### src/disk_address_pkg.sv
// Operation
// - on positioned-ready rise copy target cylinder into present cylinder
// - every change of target cylinder issues a fresh seek to the drive
// - auto advance past highest cylinder sets address overflow error
// - software write above highest cylinder sets invalid address error
// - header word one cylinder equal to target raises cylinder match
// - target track drives five head-select lines, no positioner motion
// - sector/track register loads on select and write strobe together
// - with go set, track advances after last sector of each track
// - track runs 0 to 18, flag at 18, then wraps to 0
// - header word two track and sector against target and counter
// - target sector equal to rotational counter raises sector match
// - during transfer sector field increments at each end of block
// - last-sector signal clears sector field of target register
// - target cylinder write accepted only while go flag is clear
// - magnitude of target minus present on nine lines, borrow means reverse
// - cylinder increments after last track of cylinder, causing seek
package disk_address_pkg;
    localparam int CYL_W = 9;
    localparam int TRK_W = 5;
    localparam int SEC_W = 5;
    localparam logic [CYL_W-1:0] MAX_CYLINDER = 9'h19a;
    localparam logic [TRK_W-1:0] FINAL_TRACK  = 5'h12;
    localparam logic [3:0] ADDR_TARGET_CYL = 4'h0;
    localparam logic [3:0] ADDR_SECT_TRK   = 4'h1;
    localparam logic [3:0] ADDR_STATUS     = 4'h2;
    localparam logic [3:0] ADDR_CONTROL    = 4'h3;
    localparam logic [3:0] ADDR_HEADER     = 4'h4;
    localparam logic [3:0] ADDR_IRQ_STATUS = 4'h5;
    localparam logic [3:0] ADDR_IRQ_ENABLE = 4'h6;
    localparam logic [3:0] ADDR_IRQ_CLEAR  = 4'h7;
    localparam int SECT_LSB = 0;
    localparam int TRK_LSB  = 8;
    localparam int CTRL_GO  = 0;
    localparam int CTRL_CLR = 1;
    localparam int IRQ_AOE  = 0;
    localparam int IRQ_IAE  = 1;
    localparam int IRQ_SEEK = 2;
    localparam int IRQ_W    = 3;
endpackage

### src/cylinder_seek.sv
`timescale 1ns/100ps
module cylinder_seek (
    input  wire logic                               sys_clk_i,
    input  wire logic                               rst_i,
    input  wire logic                               ce_i,
    input  wire logic [disk_address_pkg::CYL_W-1:0] target_cylinder_i,
    input  wire logic                               ready_sync_i,
    output logic      [disk_address_pkg::CYL_W-1:0] present_cylinder_o,
    output logic      [disk_address_pkg::CYL_W-1:0] cylinder_difference_o,
    output logic                                    seek_direction_reverse_o,
    output logic                                    seek_go_o,
    output logic                                    seek_done_o
);
    logic [disk_address_pkg::CYL_W-1:0] present_ff;
    logic [disk_address_pkg::CYL_W-1:0] last_target_ff;
    logic                               ready_d_ff;
    wire  [disk_address_pkg::CYL_W:0]   diff_full;
    wire  [disk_address_pkg::CYL_W-1:0] diff_mag;
    wire                                ready_rise;
    wire                                target_changed;

    assign diff_full      = {1'b0, target_cylinder_i} - {1'b0, present_ff};
    assign diff_mag       = diff_full[disk_address_pkg::CYL_W] ? (present_ff - target_cylinder_i)
                                                               : diff_full[disk_address_pkg::CYL_W-1:0];
    assign ready_rise     = ready_sync_i & ~ready_d_ff;
    assign target_changed = target_cylinder_i != last_target_ff;

    always_ff @(posedge sys_clk_i or posedge rst_i) begin
        if (rst_i) begin
            present_ff               <= 9'h000;
            last_target_ff           <= 9'h000;
            ready_d_ff               <= 1'b1;
            cylinder_difference_o    <= 9'h000;
            seek_direction_reverse_o <= 1'b0;
            seek_go_o                <= 1'b0;
            seek_done_o              <= 1'b0;
        end else if (ce_i) begin
            ready_d_ff     <= ready_sync_i;
            last_target_ff <= target_cylinder_i;
            seek_go_o      <= target_changed;
            seek_done_o    <= ready_rise;
            if (ready_rise) begin
                present_ff <= target_cylinder_i;
            end
            cylinder_difference_o    <= diff_mag;
            seek_direction_reverse_o <= diff_full[disk_address_pkg::CYL_W];
        end
    end
    assign present_cylinder_o = present_ff;
endmodule

### src/disk_address_compare.sv
// Added by the designer: the APB register port and the register offsets.
`timescale 1ns/100ps
module disk_address_compare (
    input  wire logic        sys_clk_i,
    input  wire logic        rst_i,
    input  wire logic        ce_i,
    input  wire logic        psel,
    input  wire logic        penable,
    input  wire logic        pwrite,
    input  wire logic [11:0] paddr,
    input  wire logic [31:0] pwdata,
    output logic      [31:0] prdata,
    output logic             pready,
    output logic             pslverr,
    input  wire logic        drive_positioned_ready_i,
    input  wire logic [4:0]  sector_count_i,
    input  wire logic        end_of_block_pulse_i,
    input  wire logic        last_sector_flag_i,
    input  wire logic        header_word1_valid_i,
    input  wire logic        header_word2_valid_i,
    input  wire logic [15:0] header_word_i,
    output logic      [4:0]  head_select_bits_o,
    output logic      [8:0]  cylinder_difference_o,
    output logic             seek_direction_reverse_o,
    output logic             seek_go_o,
    output logic             cylinder_match_o,
    output logic             sector_track_match_o,
    output logic             sector_match_o,
    output logic             final_track_flag_o,
    output logic             irq_o
);
    logic [8:0]  target_cylinder_ff;
    logic [4:0]  track_ff;
    logic [4:0]  sector_ff;
    logic        go_flag_ff;
    logic        address_overflow_error_ff;
    logic        invalid_address_error_ff;
    logic [2:0]  irq_status_ff;
    logic [2:0]  irq_enable_ff;
    logic        ready_meta_ff;
    logic        ready_sync_ff;
    logic        eob_meta_ff;
    logic        eob_sync_ff;
    logic        eob_d_ff;
    logic        last_meta_ff;
    logic        last_sync_ff;
    logic [4:0]  sect_cnt_meta_ff;
    logic [4:0]  sect_cnt_sync_ff;
    logic [4:0]  sect_cnt_prev_ff;
    logic [4:0]  sect_cnt_stable_ff;
    logic [8:0]  present_cylinder;
    logic [8:0]  diff_w;
    logic        dir_w;
    logic        go_w;
    logic        seek_done;

    function automatic logic reg_hit(input logic [11:0] a, input logic [3:0] idx);
        reg_hit = a[11:2] == {6'h00, idx};
    endfunction

    // a write lands only at the edge that completes the transfer
    wire         access       = psel & penable & pready;
    wire         wr           = access & pwrite;
    wire         wr_cyl       = wr & reg_hit(paddr, disk_address_pkg::ADDR_TARGET_CYL);
    wire         wr_st        = wr & reg_hit(paddr, disk_address_pkg::ADDR_SECT_TRK);
    wire         wr_ctrl      = wr & reg_hit(paddr, disk_address_pkg::ADDR_CONTROL);
    wire         wr_ien       = wr & reg_hit(paddr, disk_address_pkg::ADDR_IRQ_ENABLE);
    wire         wr_iclr      = wr & reg_hit(paddr, disk_address_pkg::ADDR_IRQ_CLEAR);
    wire         ctrl_clear   = wr_ctrl & pwdata[disk_address_pkg::CTRL_CLR];
    wire         cyl_accept   = wr_cyl & ~go_flag_ff;
    wire         bad_cyl      = pwdata[8:0] > disk_address_pkg::MAX_CYLINDER | (|pwdata[15:9]);
    wire         eob          = eob_sync_ff & ~eob_d_ff;
    wire         sect_advance = go_flag_ff & eob;
    wire         track_end    = sect_advance & last_sync_ff;
    wire         at_final     = track_ff == disk_address_pkg::FINAL_TRACK;
    wire         cyl_advance  = track_end & at_final;
    wire         cyl_over     = cyl_advance & (target_cylinder_ff >= disk_address_pkg::MAX_CYLINDER);
    wire         mapped       = paddr[11:5] == 7'h00;
    // the counter word is taken only after two equal samples, so no torn value is compared
    wire         sect_settled = sect_cnt_sync_ff == sect_cnt_prev_ff;
    wire  [2:0]  irq_events   = {seek_done, cyl_accept & bad_cyl, cyl_over};
    wire  [31:0] rd_mux       =
        reg_hit(paddr, disk_address_pkg::ADDR_TARGET_CYL) ? {23'h000000, target_cylinder_ff} :
        reg_hit(paddr, disk_address_pkg::ADDR_SECT_TRK)   ? {19'h00000, track_ff, 3'h0, sector_ff} :
        reg_hit(paddr, disk_address_pkg::ADDR_STATUS)     ? {10'h000, present_cylinder, dir_w, diff_w,
                                                             go_w, invalid_address_error_ff,
                                                             address_overflow_error_ff} :
        reg_hit(paddr, disk_address_pkg::ADDR_CONTROL)    ? {31'h00000000, go_flag_ff} :
        reg_hit(paddr, disk_address_pkg::ADDR_IRQ_STATUS) ? {29'h00000000, irq_status_ff} :
        reg_hit(paddr, disk_address_pkg::ADDR_IRQ_ENABLE) ? {29'h00000000, irq_enable_ff} :
                                                            32'h00000000;

    cylinder_seek u_seek (
        .sys_clk_i                (sys_clk_i),
        .rst_i                    (rst_i),
        .ce_i                     (ce_i),
        .target_cylinder_i        (target_cylinder_ff),
        .ready_sync_i             (ready_sync_ff),
        .present_cylinder_o       (present_cylinder),
        .cylinder_difference_o    (diff_w),
        .seek_direction_reverse_o (dir_w),
        .seek_go_o                (go_w),
        .seek_done_o              (seek_done)
    );

    // two-stage synchronisers for drive-side inputs
    always_ff @(posedge sys_clk_i or posedge rst_i) begin
        if (rst_i) begin
            // the drive idles ready, so no false rise follows reset
            ready_meta_ff    <= 1'b1;
            ready_sync_ff    <= 1'b1;
            eob_meta_ff      <= 1'b0;
            eob_sync_ff      <= 1'b0;
            eob_d_ff         <= 1'b0;
            last_meta_ff     <= 1'b0;
            last_sync_ff     <= 1'b0;
            sect_cnt_meta_ff <= 5'h00;
            sect_cnt_sync_ff <= 5'h00;
            sect_cnt_prev_ff   <= 5'h00;
            sect_cnt_stable_ff <= 5'h00;
        end else if (ce_i) begin
            ready_meta_ff    <= drive_positioned_ready_i;
            ready_sync_ff    <= ready_meta_ff;
            eob_meta_ff      <= end_of_block_pulse_i;
            eob_sync_ff      <= eob_meta_ff;
            eob_d_ff         <= eob_sync_ff;
            last_meta_ff     <= last_sector_flag_i;
            last_sync_ff     <= last_meta_ff;
            sect_cnt_meta_ff <= sector_count_i;
            sect_cnt_sync_ff <= sect_cnt_meta_ff;
            sect_cnt_prev_ff <= sect_cnt_sync_ff;
            if (sect_settled) begin
                sect_cnt_stable_ff <= sect_cnt_sync_ff;
            end
        end
    end

    always_ff @(posedge sys_clk_i or posedge rst_i) begin
        if (rst_i) begin
            target_cylinder_ff <= 9'h000;
        end else if (ce_i) begin
            if (cyl_accept) begin
                target_cylinder_ff <= pwdata[8:0];
            end else if (cyl_advance) begin
                target_cylinder_ff <= target_cylinder_ff + 9'h001;
            end
        end
    end

    always_ff @(posedge sys_clk_i or posedge rst_i) begin
        if (rst_i) begin
            track_ff  <= 5'h00;
            sector_ff <= 5'h00;
        end else if (ce_i) begin
            if (wr_st) begin
                sector_ff <= pwdata[disk_address_pkg::SECT_LSB +: disk_address_pkg::SEC_W];
                track_ff  <= pwdata[disk_address_pkg::TRK_LSB +: disk_address_pkg::TRK_W];
            end else if (sect_advance) begin
                sector_ff <= last_sync_ff ? 5'h00 : sector_ff + 5'h01;
                if (track_end) begin
                    track_ff <= at_final ? 5'h00 : track_ff + 5'h01;
                end
            end
        end
    end

    always_ff @(posedge sys_clk_i or posedge rst_i) begin
        if (rst_i) begin
            go_flag_ff                <= 1'b0;
            address_overflow_error_ff <= 1'b0;
            invalid_address_error_ff  <= 1'b0;
        end else if (ce_i) begin
            if (wr_ctrl) begin
                go_flag_ff <= pwdata[disk_address_pkg::CTRL_GO];
            end
            // sets win over the controller clear
            address_overflow_error_ff <= cyl_over | (address_overflow_error_ff & ~ctrl_clear);
            invalid_address_error_ff  <= (cyl_accept & bad_cyl) |
                                         (invalid_address_error_ff & ~ctrl_clear);
        end
    end

    always_ff @(posedge sys_clk_i or posedge rst_i) begin
        if (rst_i) begin
            irq_status_ff <= 3'h0;
            irq_enable_ff <= 3'h0;
            irq_o         <= 1'b0;
        end else if (ce_i) begin
            irq_status_ff <= irq_events | (irq_status_ff & ~(wr_iclr ? pwdata[2:0] : 3'h0));
            if (wr_ien) begin
                irq_enable_ff <= pwdata[2:0];
            end
            irq_o <= |(irq_status_ff & irq_enable_ff);
        end
    end

    always_ff @(posedge sys_clk_i or posedge rst_i) begin
        if (rst_i) begin
            head_select_bits_o       <= 5'h00;
            cylinder_difference_o    <= 9'h000;
            seek_direction_reverse_o <= 1'b0;
            seek_go_o                <= 1'b0;
            cylinder_match_o         <= 1'b0;
            sector_track_match_o     <= 1'b0;
            sector_match_o           <= 1'b0;
            final_track_flag_o       <= 1'b0;
        end else if (ce_i) begin
            head_select_bits_o       <= track_ff;
            cylinder_difference_o    <= diff_w;
            seek_direction_reverse_o <= dir_w;
            seek_go_o                <= go_w;
            cylinder_match_o         <= header_word1_valid_i &
                                        (header_word_i[8:0] == target_cylinder_ff);
            sector_track_match_o     <= header_word2_valid_i &
                                        (header_word_i[12:8] == track_ff) &
                                        (header_word_i[4:0] == sect_cnt_stable_ff);
            sector_match_o           <= sector_ff == sect_cnt_stable_ff;
            final_track_flag_o       <= at_final;
        end
    end

    always_ff @(posedge sys_clk_i or posedge rst_i) begin
        if (rst_i) begin
            prdata  <= 32'h00000000;
            pready  <= 1'b0;
            pslverr <= 1'b0;
        end else if (ce_i) begin
            pready  <= psel & ~pready & ~penable | (psel & penable & ~pready);
            pslverr <= psel & ~mapped;
            prdata  <= rd_mux;
        end
    end
endmodule

### config.mk
export PLATFORM = sky130hd
export DESIGN_NAME = disk_address_compare
export DESIGN_NICKNAME = d
export VERILOG_FILES = /design/src/disk_address_pkg.sv /design/src/cylinder_seek.sv /design/src/disk_address_compare.sv
export SDC_FILE = /design/constraint.sdc
export NUM_CORES = 1
export LEC_CHECK = 0
export BUFFER_PORTS_ARGS = -buffer_cell sky130_fd_sc_hd__buf_2
export CAP_MARGIN = 20
export CORE_ASPECT_RATIO = 1.1
export CORE_MARGIN = 1
export CORE_UTILIZATION = 24
export CTS_CLUSTER_SIZE = 10
export DETAILED_ROUTE_END_ITERATION = 16
export SETUP_SLACK_MARGIN = 0.4
export SLEW_MARGIN = 20
export SYNTH_ARGS = -nofsm -noshare
export SYNTH_HDL_FRONTEND = slang
export SYNTH_SLANG_ARGS = --single-unit
### constraint.sdc
create_clock -name sys_clk_i -period 5.9 [get_ports sys_clk_i]
set_clock_uncertainty 0.1 [all_clocks]
set_input_delay 1.77 -clock sys_clk_i [delete_from_list [all_inputs] [get_ports sys_clk_i]]
set_output_delay 1.77 -clock sys_clk_i [all_outputs]
set_load 0.02 [all_outputs]
==> run metrics <==
Final HPWL DP 14600 um; CP startpoint kind input port; CP cell instances buf_2 -> nor3_1 -> nand3_4 -> nor4_4 -> a21oi_2 -> o21ai_0 -> o21ai_0; Async S/R FF share, synth 100.0%; Clock Path Buffers 2; Post-Syn Area 7183 sq um; syn avg cell area 10.06 sq um; crit-path max cell delay 680 ps; die area 30630 sq um; Peak Freq 0.2727 GHz; register area share after synthesis 45.69%; PortBufs 99; Die W 167.0 um; Max Cap Violations 0; drt first-iter violations 381; Tmin final 3668 ps; Post-Route Utilization 28.99%; Max IR drop VDD 0.0001395 V; Residual DRC 0; post-CTS setup buffers 0; CP max stage cell nor4_4; Power Density 320.2 nW/um^2; NumNets Final 896; detailed-route wire length per cell 16.61 um; RSZ-0062 raised after global routing false; worst-margin pin slew 860.7 ps; Skew-Pair Late Insertion Delay 430 ps; row count 66; TNS Setup 0 ps; Synth area leaders dfrtp_1 45%, mux2_2 9.2%, ha_1 3.8%, o21ai_0 2.9%, nand2_1 2.9%; Crit Path Max Fanout 14; hold_buf cts 0; Worst Hold Class reg2reg; antenna violations before repair 2; CTS tree yes; worst slew margin relative to its limit 42.62%; status finished, final reports clean; gr usage total 13.19%; CP most frequent cell o21ai_0; vias per cell 4.806; CTS Sinks 131; I/O pin cnt 131; family with the most delay on the worst path simple AND/OR/NAND/NOR gates; H-tree Lvls 4; first-pass GRT wire length 30990 um; kind of critical path in2reg; crit share post-route 62.16%; synth warn 0; top_reg_cell synth dfrtp_1; share of cells above drive strength 1 26.49%; max-slew violations 0; TritonCTS Buffers 17; Post-synth EDFFs 0; Area Overhead vs Synth 18.97%; Leakage 3.827 nW; Routability Congestion 0.8855; # setup viols final 0; reg2reg setup slack 2730 ps; drt pass-1 iters 5; Bufs and invs on worst path 1; die height 183.4 um; Cell variety after synth 67; flops & latches, synth 131; clock transition at the registers of the reported paths 60 ps; largest net degree at the start of global routing 68; via count 5685; top-area cell type share of the netlist area 44.59%; DRT Wirelength 19650 um; Final ANT Viol Nets 0; Worst EP arrival 3840 ps; dominant cell type by area after synthesis dfrtp_1; Mapped Cells 714; PostCTS Resize Cnt 0; Final Hold Viols 0; vias in the first global route 5501; Initial Util 24.37%; CTS root buffer clkbuf_16; Req. time, crit path 6070 ps; GR Overflow Total 0; area of the core 29480 sq um; Crit. End Element flop
through the flow:
| step | instances | hold slack [ps] | power (mW) | setup slack [ps] | cell area, sq um |
|---|---|---|---|---|---|
| 2_1_floorplan | 723 | 345.0 | 1.528 | 537.3 | 7217 |
| 3_3_place_gp | 1151 | 367.1 | 1.703 | 1857 | 7958 |
| 3_5_place_dp | 1151 | 366.4 | 1.710 | 1856 | 7958 |
| 4_1_cts | 1182 | 382.4 | 2.769 | 2308 | 8543 |
| 5_1_grt | 1182 | 399.5 | 2.890 | 2043 | 8543 |
| 6_report | 1183 | 378.9 | 2.737 | 2232 | 8546 |
layout make-up:
| type | instances | area, sq um |
|---|---|---|
| multi-input cells | 496 | 3490 |
| clock inverters | 11 | 128.9 |
| well taps | 374 | 467.9 |
| repair buffers | 106 | 550.5 |
| clock buffers | 20 | 456.7 |
| diodes | 1 | 2.502 |
| inverters | 44 | 167.7 |
| flip-flops and latches | 131 | 3282 |
| fillers | 3024 | 20940 |
cell families after synthesis:
logic type	synth area share [%]
simple gates	14.65
compound gates	13.47
flops	45.69
buf+inv	6.201
mux	10.92
xor+xnor	4.633
fa+ha+maj	4.389
other cells	0.05221
final timing paths:
check	depth (start not counted)	end	startpoint
setup / recovery	7	target_cylinder_ff[7]	paddr[5]
hold / removal	2	address_overflow_error_ff	address_overflow_error_ff
setup reg to reg	8	u_seek.cylinder_difference_o[2]	target_cylinder_ff[1]
hold reg to reg	2	address_overflow_error_ff	address_overflow_error_ff
max in group asynchronous	3	prdata[7]	rst_i
min in group asynchronous	2	u_seek.last_target_ff[7]	rst_i
metal layers:
layer | global-route usage, % | share of wire, % | vias to the layer above
met5 | 0 | 0.066 | -
met4 | 6.037 | 3.0 | 2
met3 | 3.337 | 5.5 | 45
met2 | 20.95 | 47 | 205
met1 | 16.83 | 45 | 2759
li1 | - | - | 2674
synth_stat cells, types with 6 or more instances:
cell type / number
nor2b_1: 6
xor2_1: 18
a21oi_1: 37
a221oi_1: 13
clkbuf_1: 19
nor4_1: 10
mux2i_1: 12
nand3_1: 22
dfrtp_1: 128
ha_1: 22
inv_1: 44
buf_4: 12
nor2_1: 44
nand4_1: 8
nor3_1: 22
xnor2_1: 20
nand2b_1: 6
a21o_1: 8
o21ai_0: 42
buf_1: 9
nand2_1: 55
mux2_2: 59
buf_2: 7
a31oi_1: 6
sequential cells by signal, indices dropped and copies added, names as in the netlist, 3 cells and up:
| register | flops |
|---|---|
| irq_enable_ff | 3 |
| u_seek.cylinder_difference_o | 9 |
| sect_cnt_sync_ff | 5 |
| cylinder_difference_o | 9 |
| u_seek.last_target_ff | 9 |
| head_select_bits_o | 5 |
| sect_cnt_meta_ff | 5 |
| sect_cnt_stable_ff | 5 |
| u_seek.present_cylinder_o | 9 |
| sector_ff | 5 |
| prdata | 22 |
| track_ff | 5 |
| target_cylinder_ff | 9 |
| irq_status_ff | 3 |
| sect_cnt_prev_ff | 5 |
worst register-to-register path: cells and delay by family, from the launching register on:
family	cells	cell delay (ps)
and+or+nand+nor	3	980
DFF	1	720
AOI/OAI and AO/OA	3	580
buffers and inverters	1	290
adders and majority gates	1	380
cells in the final DEF (no fill, tap or decap), types with 6 or more instances in the layout:
| cell type | count |
|---|---|
| mux2i_1 | 12 |
| a221oi_1 | 13 |
| nor2b_1 | 6 |
| o21ai_0 | 42 |
| buf_4 | 8 |
| ha_1 | 22 |
| mux2_2 | 59 |
| a21o_1 | 8 |
| nand4_1 | 8 |
| a31oi_1 | 6 |
| xor2_1 | 18 |
| nor3_1 | 22 |
| inv_1 | 43 |
| buf_2 | 98 |
| dfrtp_1 | 128 |
| nand2_1 | 55 |
| xnor2_1 | 20 |
| nand3_1 | 22 |
| nor2_1 | 44 |
| conb_1 | 10 |
| clkbuf_16 | 17 |
| nand2b_1 | 6 |
| nor4_1 | 10 |
| a21oi_1 | 37 |
power by group:
part / total [mW] / leakage, nW / switching [mW] / internal (mW)
clock: 1.05 / 0.271 / 0.402 / 0.643
sequential: 1.12 / 1.64 / 0.100 / 1.02
combinational: 0.574 / 1.91 / 0.327 / 0.247
No activity file was read; power rests on OpenSTA's default activity.
